$ cat config.mk
export PLATFORM = sky130hd
export DESIGN_NAME = vtp_ctrl
export DESIGN_NICKNAME = d
export VERILOG_FILES = /design/src/hw/vtp_pkg.sv /design/src/hw/vtp_ctrl.sv
export SDC_FILE = /design/constraint.sdc
export NUM_CORES = 1
export LEC_CHECK = 0
export BUFFER_PORTS_ARGS = -buffer_cell sky130_fd_sc_hd__buf_2
export CORE_AREA = 2 2 90 49
export DETAILED_ROUTE_END_ITERATION = 6
export DIE_AREA = 0 0 92 51
export HOLD_SLACK_MARGIN = 0.12
export PLACE_DENSITY_LB_ADDON = 0.05
export SYNTH_ARGS = -nofsm -noshare
export SYNTH_HDL_FRONTEND = slang
export SYNTH_SLANG_ARGS = --single-unit
export TNS_END_PERCENT = 1
$ cat constraint.sdc
create_clock -name mclk -period 3.2 [get_ports mclk]
set_input_delay 0.16 -clock mclk [delete_from_list [all_inputs] [get_ports mclk]]
set_output_delay 0.16 -clock mclk [all_outputs]
set_load 0.02 [all_outputs]
$ cat src/hw/vtp_pkg.sv
// Constants and types for the vector table placement controller.
// Assumes a 100 MHz system clock and word addressed program flash of 16K words.
`default_nettype none

package vtp_pkg;

  // Widths
  localparam int unsigned VTP_WB_AW = 8;
  localparam int unsigned VTP_WB_DW = 32;
  localparam int unsigned VTP_ADDR_W = 14;
  localparam int unsigned VTP_IDX_W = 5;

  // Register map, byte addresses
  localparam logic [VTP_WB_AW-1:0] VTP_GIC_OFFSET = 8'h00;

  // Control register field positions
  localparam int unsigned VTP_BIT_IRQ1 = 7;
  localparam int unsigned VTP_BIT_IRQ0 = 6;
  localparam int unsigned VTP_BIT_IRQ2 = 5;
  localparam int unsigned VTP_BIT_SEL = 1;
  localparam int unsigned VTP_BIT_CE = 0;
  localparam logic [7:0] VTP_GIC_RESET = 8'h00;
  localparam logic [2:0] VTP_RO_VALUE = 3'h0;

  // Change window length in cycles after the enable bit is set
  localparam int unsigned VTP_CHG_CYCLES = 4;
  localparam logic [1:0] VTP_CHG_LOAD = 2'(VTP_CHG_CYCLES - 1);
  localparam logic [1:0] VTP_CNT_ZERO = 2'h0;

  // Fuse polarity: zero means programmed
  localparam logic VTP_FUSE_PROG = 1'b0;

  // Boot section start word addresses, indexed by the boot size fuses
  localparam logic [1:0] VTP_BSZ_4K = 2'h0;
  localparam logic [1:0] VTP_BSZ_2K = 2'h1;
  localparam logic [1:0] VTP_BSZ_1K = 2'h2;
  localparam logic [1:0] VTP_BSZ_512 = 2'h3;
  localparam logic [VTP_ADDR_W-1:0] VTP_START_4K = 14'h3800;
  localparam logic [VTP_ADDR_W-1:0] VTP_START_2K = 14'h3c00;
  localparam logic [VTP_ADDR_W-1:0] VTP_START_1K = 14'h3e00;
  localparam logic [VTP_ADDR_W-1:0] VTP_START_512 = 14'h3f00;
  localparam logic [VTP_ADDR_W-1:0] VTP_APP_START = 14'h0000;

  // Change sequence states, Gray coded along idle, window, hold
  typedef enum logic [1:0] {
    VTP_IDLE = 2'b00,
    VTP_WINDOW = 2'b01,
    VTP_HOLD = 2'b11
  } vtp_state_e;

endpackage : vtp_pkg

`default_nettype wire

$ cat src/hw/vtp_ctrl.sv
// Vector table placement controller: control register on a Wishbone slave,
// protected vector select change, reset and vector address generation and
// interrupt blocking. Assumes fuse and CPU inputs are synchronous to mclk.
//
// Functional notes
// Vectors come from flash start when the select bit is 0, else from the boot section start.
// The boot section start follows the boot size fuses, word 3800h for a 4 Kbyte section.
// Reset address is the boot section start when the reset fuse is programmed, else 000h.
// The vector table starts two words above its base, so vectors run from base+2 to base+28h.
// Software sets the change enable bit, then within four cycles writes select with enable 0.
// The select bit changes only through that protected sequence.
// Hardware clears the change enable four cycles after it is set or when select is written.
// Interrupts are masked from the enable set until the instruction after the select write ends.
// Without a select write, the mask lifts after four cycles.
// The automatic mask never alters the global interrupt enable flag.
// Boot-placed vectors with the application guard programmed block interrupts in app code.
// App-placed vectors with the boot guard programmed block interrupts in boot code.
// Control register: irq1, irq0, irq2 enables at 7..5, select at 1, change enable at 0, reset 0.
// A fuse value of 1 is unprogrammed and 0 is programmed.
// With select set, each vector address is its application address plus the boot start.
// Bits 4 to 2 ignore writes and read as zero.
`default_nettype none

module vtp_ctrl
  import vtp_pkg::*;
(
  input wire logic mclk,
  input wire logic rst,
  // Wishbone classic slave
  input wire logic wb_cyc_i,
  input wire logic wb_stb_i,
  input wire logic wb_we_i,
  input wire logic [vtp_pkg::VTP_WB_AW-1:0] wb_adr_i,
  input wire logic [3:0] wb_sel_i,
  input wire logic [vtp_pkg::VTP_WB_DW-1:0] wb_dat_i,
  output logic [vtp_pkg::VTP_WB_DW-1:0] wb_dat_o,
  output logic wb_ack_o,
  // Fuses and lock bits, zero means programmed
  input wire logic boot_reset_fuse,
  input wire logic [1:0] boot_size_fuses,
  input wire logic boot_lock_app_guard,
  input wire logic boot_lock_boot_guard,
  // CPU side
  input wire logic global_irq_enable,
  input wire logic exec_in_boot,
  input wire logic instr_done,
  input wire logic [vtp_pkg::VTP_IDX_W-1:0] irq_index,
  output logic [vtp_pkg::VTP_ADDR_W-1:0] reset_addr,
  output logic [vtp_pkg::VTP_ADDR_W-1:0] vector_addr,
  output logic irq_block,
  output logic irq_permit,
  output logic ext_irq1_enable,
  output logic ext_irq0_enable,
  output logic ext_irq2_enable,
  output logic vector_select,
  output logic vector_change_enable
);
  import vtp_pkg::*;

  ////////////////////////////////////////////////////////////////////////////
  // Bus decode

  logic wr_acc;
  logic rd_hit;
  logic [7:0] wr_byte;
  logic wr_set;
  logic wr_sel;
  logic [VTP_ADDR_W-1:0] boot_start;
  logic [VTP_ADDR_W-1:0] table_base;
  vtp_state_e state;
  vtp_state_e next_state;
  logic [1:0] cnt;
  logic [1:0] next_cnt;

  // A write counts only at the acking edge, on the mapped word, with lane 0 on
  assign rd_hit = (wb_adr_i == VTP_GIC_OFFSET);
  assign wr_acc = wb_cyc_i & wb_stb_i & wb_ack_o & wb_we_i & rd_hit & wb_sel_i[0];
  assign wr_byte = wb_dat_i[7:0];
  assign wr_set = wr_acc & wr_byte[VTP_BIT_CE];
  // Select write: change enable written 0 while the window is open
  assign wr_sel = wr_acc & ~wr_byte[VTP_BIT_CE] & (state == VTP_WINDOW);

  ////////////////////////////////////////////////////////////////////////////
  // Change sequence state

  // Window timer restarts on every set; the hold waits for the next retire
  always_comb begin
    next_state = state;
    next_cnt = cnt;
    unique case (state)
      VTP_IDLE: begin
        if (wr_set) begin
          next_state = VTP_WINDOW;
          next_cnt = VTP_CHG_LOAD;
        end
      end
      VTP_WINDOW: begin
        if (wr_set) begin
          next_cnt = VTP_CHG_LOAD;
        end else if (wr_sel) begin
          next_state = VTP_HOLD;
        end else if (cnt == VTP_CNT_ZERO) begin
          next_state = VTP_IDLE;
        end else begin
          next_cnt = cnt - 2'h1;
        end
      end
      VTP_HOLD: begin
        // The write's own instruction retires by its ack edge, so this is the next one
        if (wr_set) begin
          next_state = VTP_WINDOW;
          next_cnt = VTP_CHG_LOAD;
        end else if (instr_done) begin
          next_state = VTP_IDLE;
        end
      end
      default: begin
        next_state = VTP_IDLE;
        next_cnt = VTP_CNT_ZERO;
      end
    endcase
  end

  always_ff @(posedge mclk or posedge rst) begin
    if (rst) begin
      state <= VTP_IDLE;
      cnt <= VTP_CNT_ZERO;
    end else begin
      state <= next_state;
      cnt <= next_cnt;
    end
  end

  ////////////////////////////////////////////////////////////////////////////
  // Control register

  logic [2:0] ext_en;
  logic [2:0] next_ext_en;
  logic next_vsel;

  // Enables store on any write; select only inside the window
  always_comb begin
    next_ext_en = ext_en;
    next_vsel = vector_select;
    if (wr_acc) begin
      next_ext_en = {wr_byte[VTP_BIT_IRQ1], wr_byte[VTP_BIT_IRQ0], wr_byte[VTP_BIT_IRQ2]};
    end
    if (wr_sel) begin
      next_vsel = wr_byte[VTP_BIT_SEL];
    end
  end

  always_ff @(posedge mclk or posedge rst) begin
    if (rst) begin
      ext_en <= VTP_GIC_RESET[VTP_BIT_IRQ1:VTP_BIT_IRQ2];
      vector_select <= VTP_GIC_RESET[VTP_BIT_SEL];
    end else begin
      ext_en <= next_ext_en;
      vector_select <= next_vsel;
    end
  end

  assign ext_irq1_enable = ext_en[2];
  assign ext_irq0_enable = ext_en[1];
  assign ext_irq2_enable = ext_en[0];
  // Change enable reads back as set only while the window is open
  assign vector_change_enable = (state == VTP_WINDOW);

  ////////////////////////////////////////////////////////////////////////////
  // Wishbone answer

  logic next_ack;
  logic [VTP_WB_DW-1:0] next_dat;

  // One wait state; unmapped reads answer zero, unmapped writes are dropped
  always_comb begin
    next_ack = wb_cyc_i & wb_stb_i & ~wb_ack_o;
    next_dat = '0;
    if (next_ack && !wb_we_i && rd_hit) begin
      next_dat[7:0] = {ext_en, VTP_RO_VALUE, vector_select, vector_change_enable};
    end
  end

  always_ff @(posedge mclk or posedge rst) begin
    if (rst) begin
      wb_ack_o <= 1'b0;
      wb_dat_o <= '0;
    end else begin
      wb_ack_o <= next_ack;
      wb_dat_o <= next_dat;
    end
  end

  ////////////////////////////////////////////////////////////////////////////
  // Address generation

  logic [VTP_ADDR_W-1:0] next_reset_addr;
  logic [VTP_ADDR_W-1:0] next_vector_addr;

  // Boot section start from the size fuses
  always_comb begin
    unique case (boot_size_fuses)
      VTP_BSZ_4K: boot_start = VTP_START_4K;
      VTP_BSZ_2K: boot_start = VTP_START_2K;
      VTP_BSZ_1K: boot_start = VTP_START_1K;
      VTP_BSZ_512: boot_start = VTP_START_512;
    endcase
  end

  assign table_base = vector_select ? boot_start : VTP_APP_START;

  // Fuses are sampled every cycle, so the reset address settles one edge after release
  always_comb begin
    next_reset_addr = (boot_reset_fuse == VTP_FUSE_PROG) ? boot_start : VTP_APP_START;
    next_vector_addr = table_base + VTP_ADDR_W'({irq_index, 1'b0});
  end

  always_ff @(posedge mclk or posedge rst) begin
    if (rst) begin
      reset_addr <= VTP_APP_START;
      vector_addr <= VTP_APP_START;
    end else begin
      reset_addr <= next_reset_addr;
      vector_addr <= next_vector_addr;
    end
  end

  ////////////////////////////////////////////////////////////////////////////
  // Interrupt blocking

  logic chg_mask;
  logic app_block;
  logic boot_block;

  // The mask sits beside the global enable and never writes it back
  assign chg_mask = (state != VTP_IDLE);
  assign app_block = vector_select & (boot_lock_app_guard == VTP_FUSE_PROG) & ~exec_in_boot;
  assign boot_block = ~vector_select & (boot_lock_boot_guard == VTP_FUSE_PROG) & exec_in_boot;
  assign irq_block = chg_mask | app_block | boot_block;
  assign irq_permit = global_irq_enable & ~irq_block;
endmodule : vtp_ctrl

`default_nettype wire

* Yosys cells after proc, flatten, opt, wreduce, memory -nomap -nowiden
Index checks and enable logic that the tools add are counted.
Cells by class: $add $sub $neg 2, eq/ne operators 12, mux-type cells 16, bitwise logic cells 23, reductions and logical operators 11
Operator list (number):
- 14-bit one-hot mux with 4 select lines | 1
- 14-bit 2-to-1 mux | 2
- 2-bit 2-to-1 mux | 10
- 14-bit by 6-bit adder with 14-bit output | 1
- 1-bit bitwise AND | 14
- 3-bit != test, second input constant | 3
- 8-bit zero test | 1
- 8-bit 2-to-1 mux | 1
- 1-bit NOT | 7
- 2-bit == test, second input constant | 3
- 2-bit zero test | 3
- 2-bit one-hot mux with 3 select lines | 1
- 2-bit by 1-bit == test with 1-bit output, second input constant | 2
- 2-bit != test, second input constant | 2
- 2-bit one-hot mux with 2 select lines | 1
- 4-bit AND reduction | 1
- 3-bit by 1-bit != test with 1-bit output, second input constant | 1
- 3-bit AND reduction | 1
- 1-bit logical AND | 2
- 2-bit by 1-bit != test with 1-bit output, second input constant | 1
- 1-bit OR | 2
- 2-bit nonzero test | 1
- 2-bit OR reduction | 1
- 2-bit by 1-bit subtractor with 2-bit output, second input constant | 1
- 1-bit zero test | 1
Word-level totals: flip-flop bits (word level) 45, bits of input ports 62, output and inout bits 68, word-level logic and storage cells 72

* Logic depth before layout (Yosys ltp)
depth after elaboration 10, depth in mapped cells 6

* Worst setup path before layout
OpenSTA, ideal clock, no wires.
path type input-to-reg, start input port wb_adr_i[1] (netlist bit), end register vector_select, library setup time 0.128 ns, arrival 1.872 ns, slack 1.201 ns, stages on the path 6, cell sequence or4_4 > buf_6 > or4_4 > buf_6 > nor3_2 > mux2_1
Between the ends: word-level cells in the longest chain between the ends 5
Ends and longest elaborated chain:
- start, declared | line vtp_ctrl.sv:33 | input wire logic [vtp_pkg::VTP_WB_AW-1:0] wb_adr_i,
- 8-bit zero test | line vtp_ctrl.sv:76 | assign rd_hit = (wb_adr_i == VTP_GIC_OFFSET);
- 1-bit bitwise AND (2 in series) | line vtp_ctrl.sv:77 | assign wr_acc = wb_cyc_i & wb_stb_i & wb_ack_o & wb_we_i & rd_hit & wb_sel_i[0];
- 1-bit bitwise AND (2 in series) | line vtp_ctrl.sv:81 | assign wr_sel = wr_acc & ~wr_byte[VTP_BIT_CE] & (state == VTP_WINDOW);
- end signal, assigned | line vtp_ctrl.sv:156 | vector_select <= VTP_GIC_RESET[VTP_BIT_SEL];
- end signal, assigned | line vtp_ctrl.sv:159 | vector_select <= next_vsel;
- end, declared | line vtp_ctrl.sv:55 | output logic vector_select,
No other way between the ends. A chain may end at the register's enable or synchronous reset.

* Worst setup path in the final report
start input port wb_adr_i[5] (netlist bit), end register state[0]
Between the ends: word-level cells in the longest chain between the ends 8
Ends and longest elaborated chain:
- 8-bit zero test * | line vtp_ctrl.sv:76
- 1-bit bitwise AND * (2 in series) | line vtp_ctrl.sv:77
- 1-bit bitwise AND (2 in series) | line vtp_ctrl.sv:81
- 2-bit 2-to-1 mux | line vtp_ctrl.sv:100 | end else if (wr_sel) begin
- 2-bit 2-to-1 mux | line vtp_ctrl.sv:98 | if (wr_set) begin
- 2-bit one-hot mux with 3 select lines | line vtp_ctrl.sv:90 | unique case (state)
- end signal, assigned | line vtp_ctrl.sv:129 | state <= next_state;
- end, declared | line vtp_ctrl.sv:70 | vtp_state_e state;
Every way passes the cells marked *; elsewhere a longest branch is shown, timed or not. The select of a mux whose other input is x is not followed.

==> run metrics <==
status=complete, no violations; LEAKAGE=0.001058 uW; RePlAce Congestion=0.9115; Die Ht=51 um; FILL cells=406; setup TNS=0 ns; Synth Register Bits=27; Post CTS Setup Buffer Count=0; Slew @ Worst Pin=1.013 ns; CTS Buffer Depth=2; Synth area leaders=dfrtp_1 (44%), buf_4 (21%), ha_1 (4.1%); # IOs=130; WP data arrival=2.13 ns; First-pass DRT Iterations=4; EDFF count, synth=0; Port-buffer cells=61; drt total wl=3128 um; Reg-to-Reg End=state[0]; sequential element share of the synthesized area=43.97%; Setup CP Type=primary input to flip-flop; Worst EP required=3.38 ns; final worst-path cycle share=60.87%; nets=290; GR Util met1=19.80%; Root Driver=clkbuf_8; startpoint of the worst register-to-register path=wb_ack_o; f_max=513.4 MHz; critical path's slowest cell=or4_2; Avg WL per Cell=11.21 um; area growth from synthesis to layout=22.56%; post-synth top area cell=dfrtp_1; die area=0.004692 sq mm; skew final=0.005771 ns; worst-path fanout max=7; Netlist cell types=36; setup slack, reg-to-reg=1.32 ns; Tmin final=1.948 ns; row count=17; commonest non-fill, non-tap cell in the layout=buf_2; post-route ant nets=0; clock buffer count from CTS=3; Sink Count=27; met2 Use GR=18.50%; number of antenna violations at the first check in global routing=0; H-tree depth=1; vias per cell=4.118; Final setup viols=0; Tot GR Track Use=13.20%; R2R depth=4; first-pass GRT wire length=4788 um; Main synth FF type=dfrtp_1; share of cells above drive strength 1=31.53%; share of flip-flops with an asynchronous set or reset=100.0%; met3 usage=3.097%; endpoint class of the critical path=flip-flop; commonest non-fill, non-tap cells in the layout=buf_2 (61), conb_1 (38), dfrtp_1 (27); gr ovfl total=0; Clk pin slew, worst setup/hold paths=0.10 ns; Synth Warn #=0; # diodes=0; chip width=92 um; Max IR drop VDD=0.2764 mV; number of global-route vias before repair=969; worst skew pair latency=0.27 ns; HP Class=primary input to async pin; CORE AREA=0.004041 sq mm; DR vias=1149; Final Hold Vio Count=0; Gate Count Post-Synth=152; total power=958.7 uW; Worst slew margin=32.40%; Initial Util=38.02%; Avg Cell Area, Syn=10.11 sq um; CTS tree=done; post-DP HPWL=2468 um; cell area after synthesis=0.001536 sq mm; DRC=0; RSZ-0062 raised after global routing=no; worst stage delay on the critical path=0.72 ns; worst path cell trace=buf_2 > or4_2 > nor4_2 > o211ai_1 > a32oi_1; area share of the largest cell type after synthesis=43.97%; busiest grt layer=met1; max cap viols=0; largest net degree at the start of global routing=28; CP startpoint kind=primary input; max-slew violation count=0; drt initial violations=29; Power Density=509.1 mW/mm^2
[synthesized netlist by cell type, types with 2 or more instances]
cell	n
dfrtp_1	27
ha_1	5
and2_1	6
mux2i_1	3
nor4_1	2
inv_1	9
a21oi_1	6
or4_4	2
buf_6	2
and3_1	2
nand2_1	12
nor2_1	6
nand2b_1	2
buf_4	42
a21o_1	2
a22o_1	2
nor2b_1	2
nor3_1	2
[layout make-up]
type | instances | area (sq um) | area share, %
flip-flops and latches | 27 | 675.6 | 35.88
multi-input cells | 109 | 628.1 | 33.36
repair buffers | 73 | 425.4 | 22.59
well taps | 57 | 71.32 | 3.787
clock buffers | 3 | 41.29 | 2.193
inverters | 9 | 33.78 | 1.794
clock inverters | 1 | 7.507 | 0.3987
[flip-flops by register name (all words and copies together), names as in the netlist]
signal and flops:
ext_en 3, vector_select 1, vector_addr 9, state 2
cnt 2, wb_dat_o 5, wb_ack_o 1, reset_addr 4
[power breakdown]
part | leakage (uW) | switching (uW) | internal [uW]
Combinational | 0.000683 | 229 | 147
Sequential | 0.000353 | 18.6 | 367
Clock | 0.0000217 | 108 | 88.3
[layer usage]
metal  part of all wire [%]  wire, um  up-vias
li1                       -         -      571
met1                     49      1544      518
met2                     42      1299       58
met3                    8.4       263        2
met4                   0.67        21        0
met5                      0         0        -
[kinds of logic (layout without fill, tap and decap cells)]
logic type / Yosys count / after routing / share of synthesized area (%)
buffers and inverters: 53 / 86 / 24.19
AND/OR/NAND/NOR: 43 / 43 / 15.88
flip-flops: 27 / 27 / 43.97
AO/OA/AOI/OAI: 19 / 19 / 8.959
adder cells (fa/ha/maj): 5 / 5 / 4.072
multiplexers: 4 / 4 / 2.687
other: 1 / 38 / 0.2441
[worst max-delay path: cells and delay by family]
kind | cells | cell delay [ns]
buffers and inverters | 1 | 0.09
AOI/OAI and AO/OA | 2 | 0.51
and+or+nand+nor | 2 | 1.36
[worst max-delay path by stage]
stage / endpoint / from / slack (ns) / cells after the start
6_report: state[0] / wb_adr_i[5] / 1.25 / 5
2_1_floorplan: vector_select / wb_adr_i[1] / 1.20 / 6
5_1_grt: state[0] / wb_adr_i[5] / 1.05 / 5
4_1_cts: state[0] / wb_adr_i[5] / 1.21 / 5
3_3_place_gp: cnt[0] / wb_adr_i[5] / 0.99 / 5
3_5_place_dp: state[0] / wb_adr_i[5] / 0.93 / 5
[per-stage QoR]
| stage | hold WS (ns) | setup WS (ns) | utilization, % | cell area (sq um) | cells |
|---|---|---|---|---|---|
| floorplan | 0.1914 | 1.201 | - | 1675 | 189 |
| global placement | 0.2712 | 0.9887 | 42.41 | 1714 | 263 |
| detailed placement | 0.2747 | 0.9284 | 42.41 | 1714 | 263 |
| CTS | 0.1637 | 1.210 | 46.59 | 1883 | 279 |
| global route | 0.1833 | 1.050 | 46.59 | 1883 | 279 |
| finish | 0.1153 | 1.252 | 46.59 | 1883 | 279 |
[what timing repair did]
action,in CTS,in global routing
hold buffers,12,0
endpoints found under the hold margin,14,0
gates resized for setup,0,0
No activity file was read; power rests on OpenSTA's default activity.
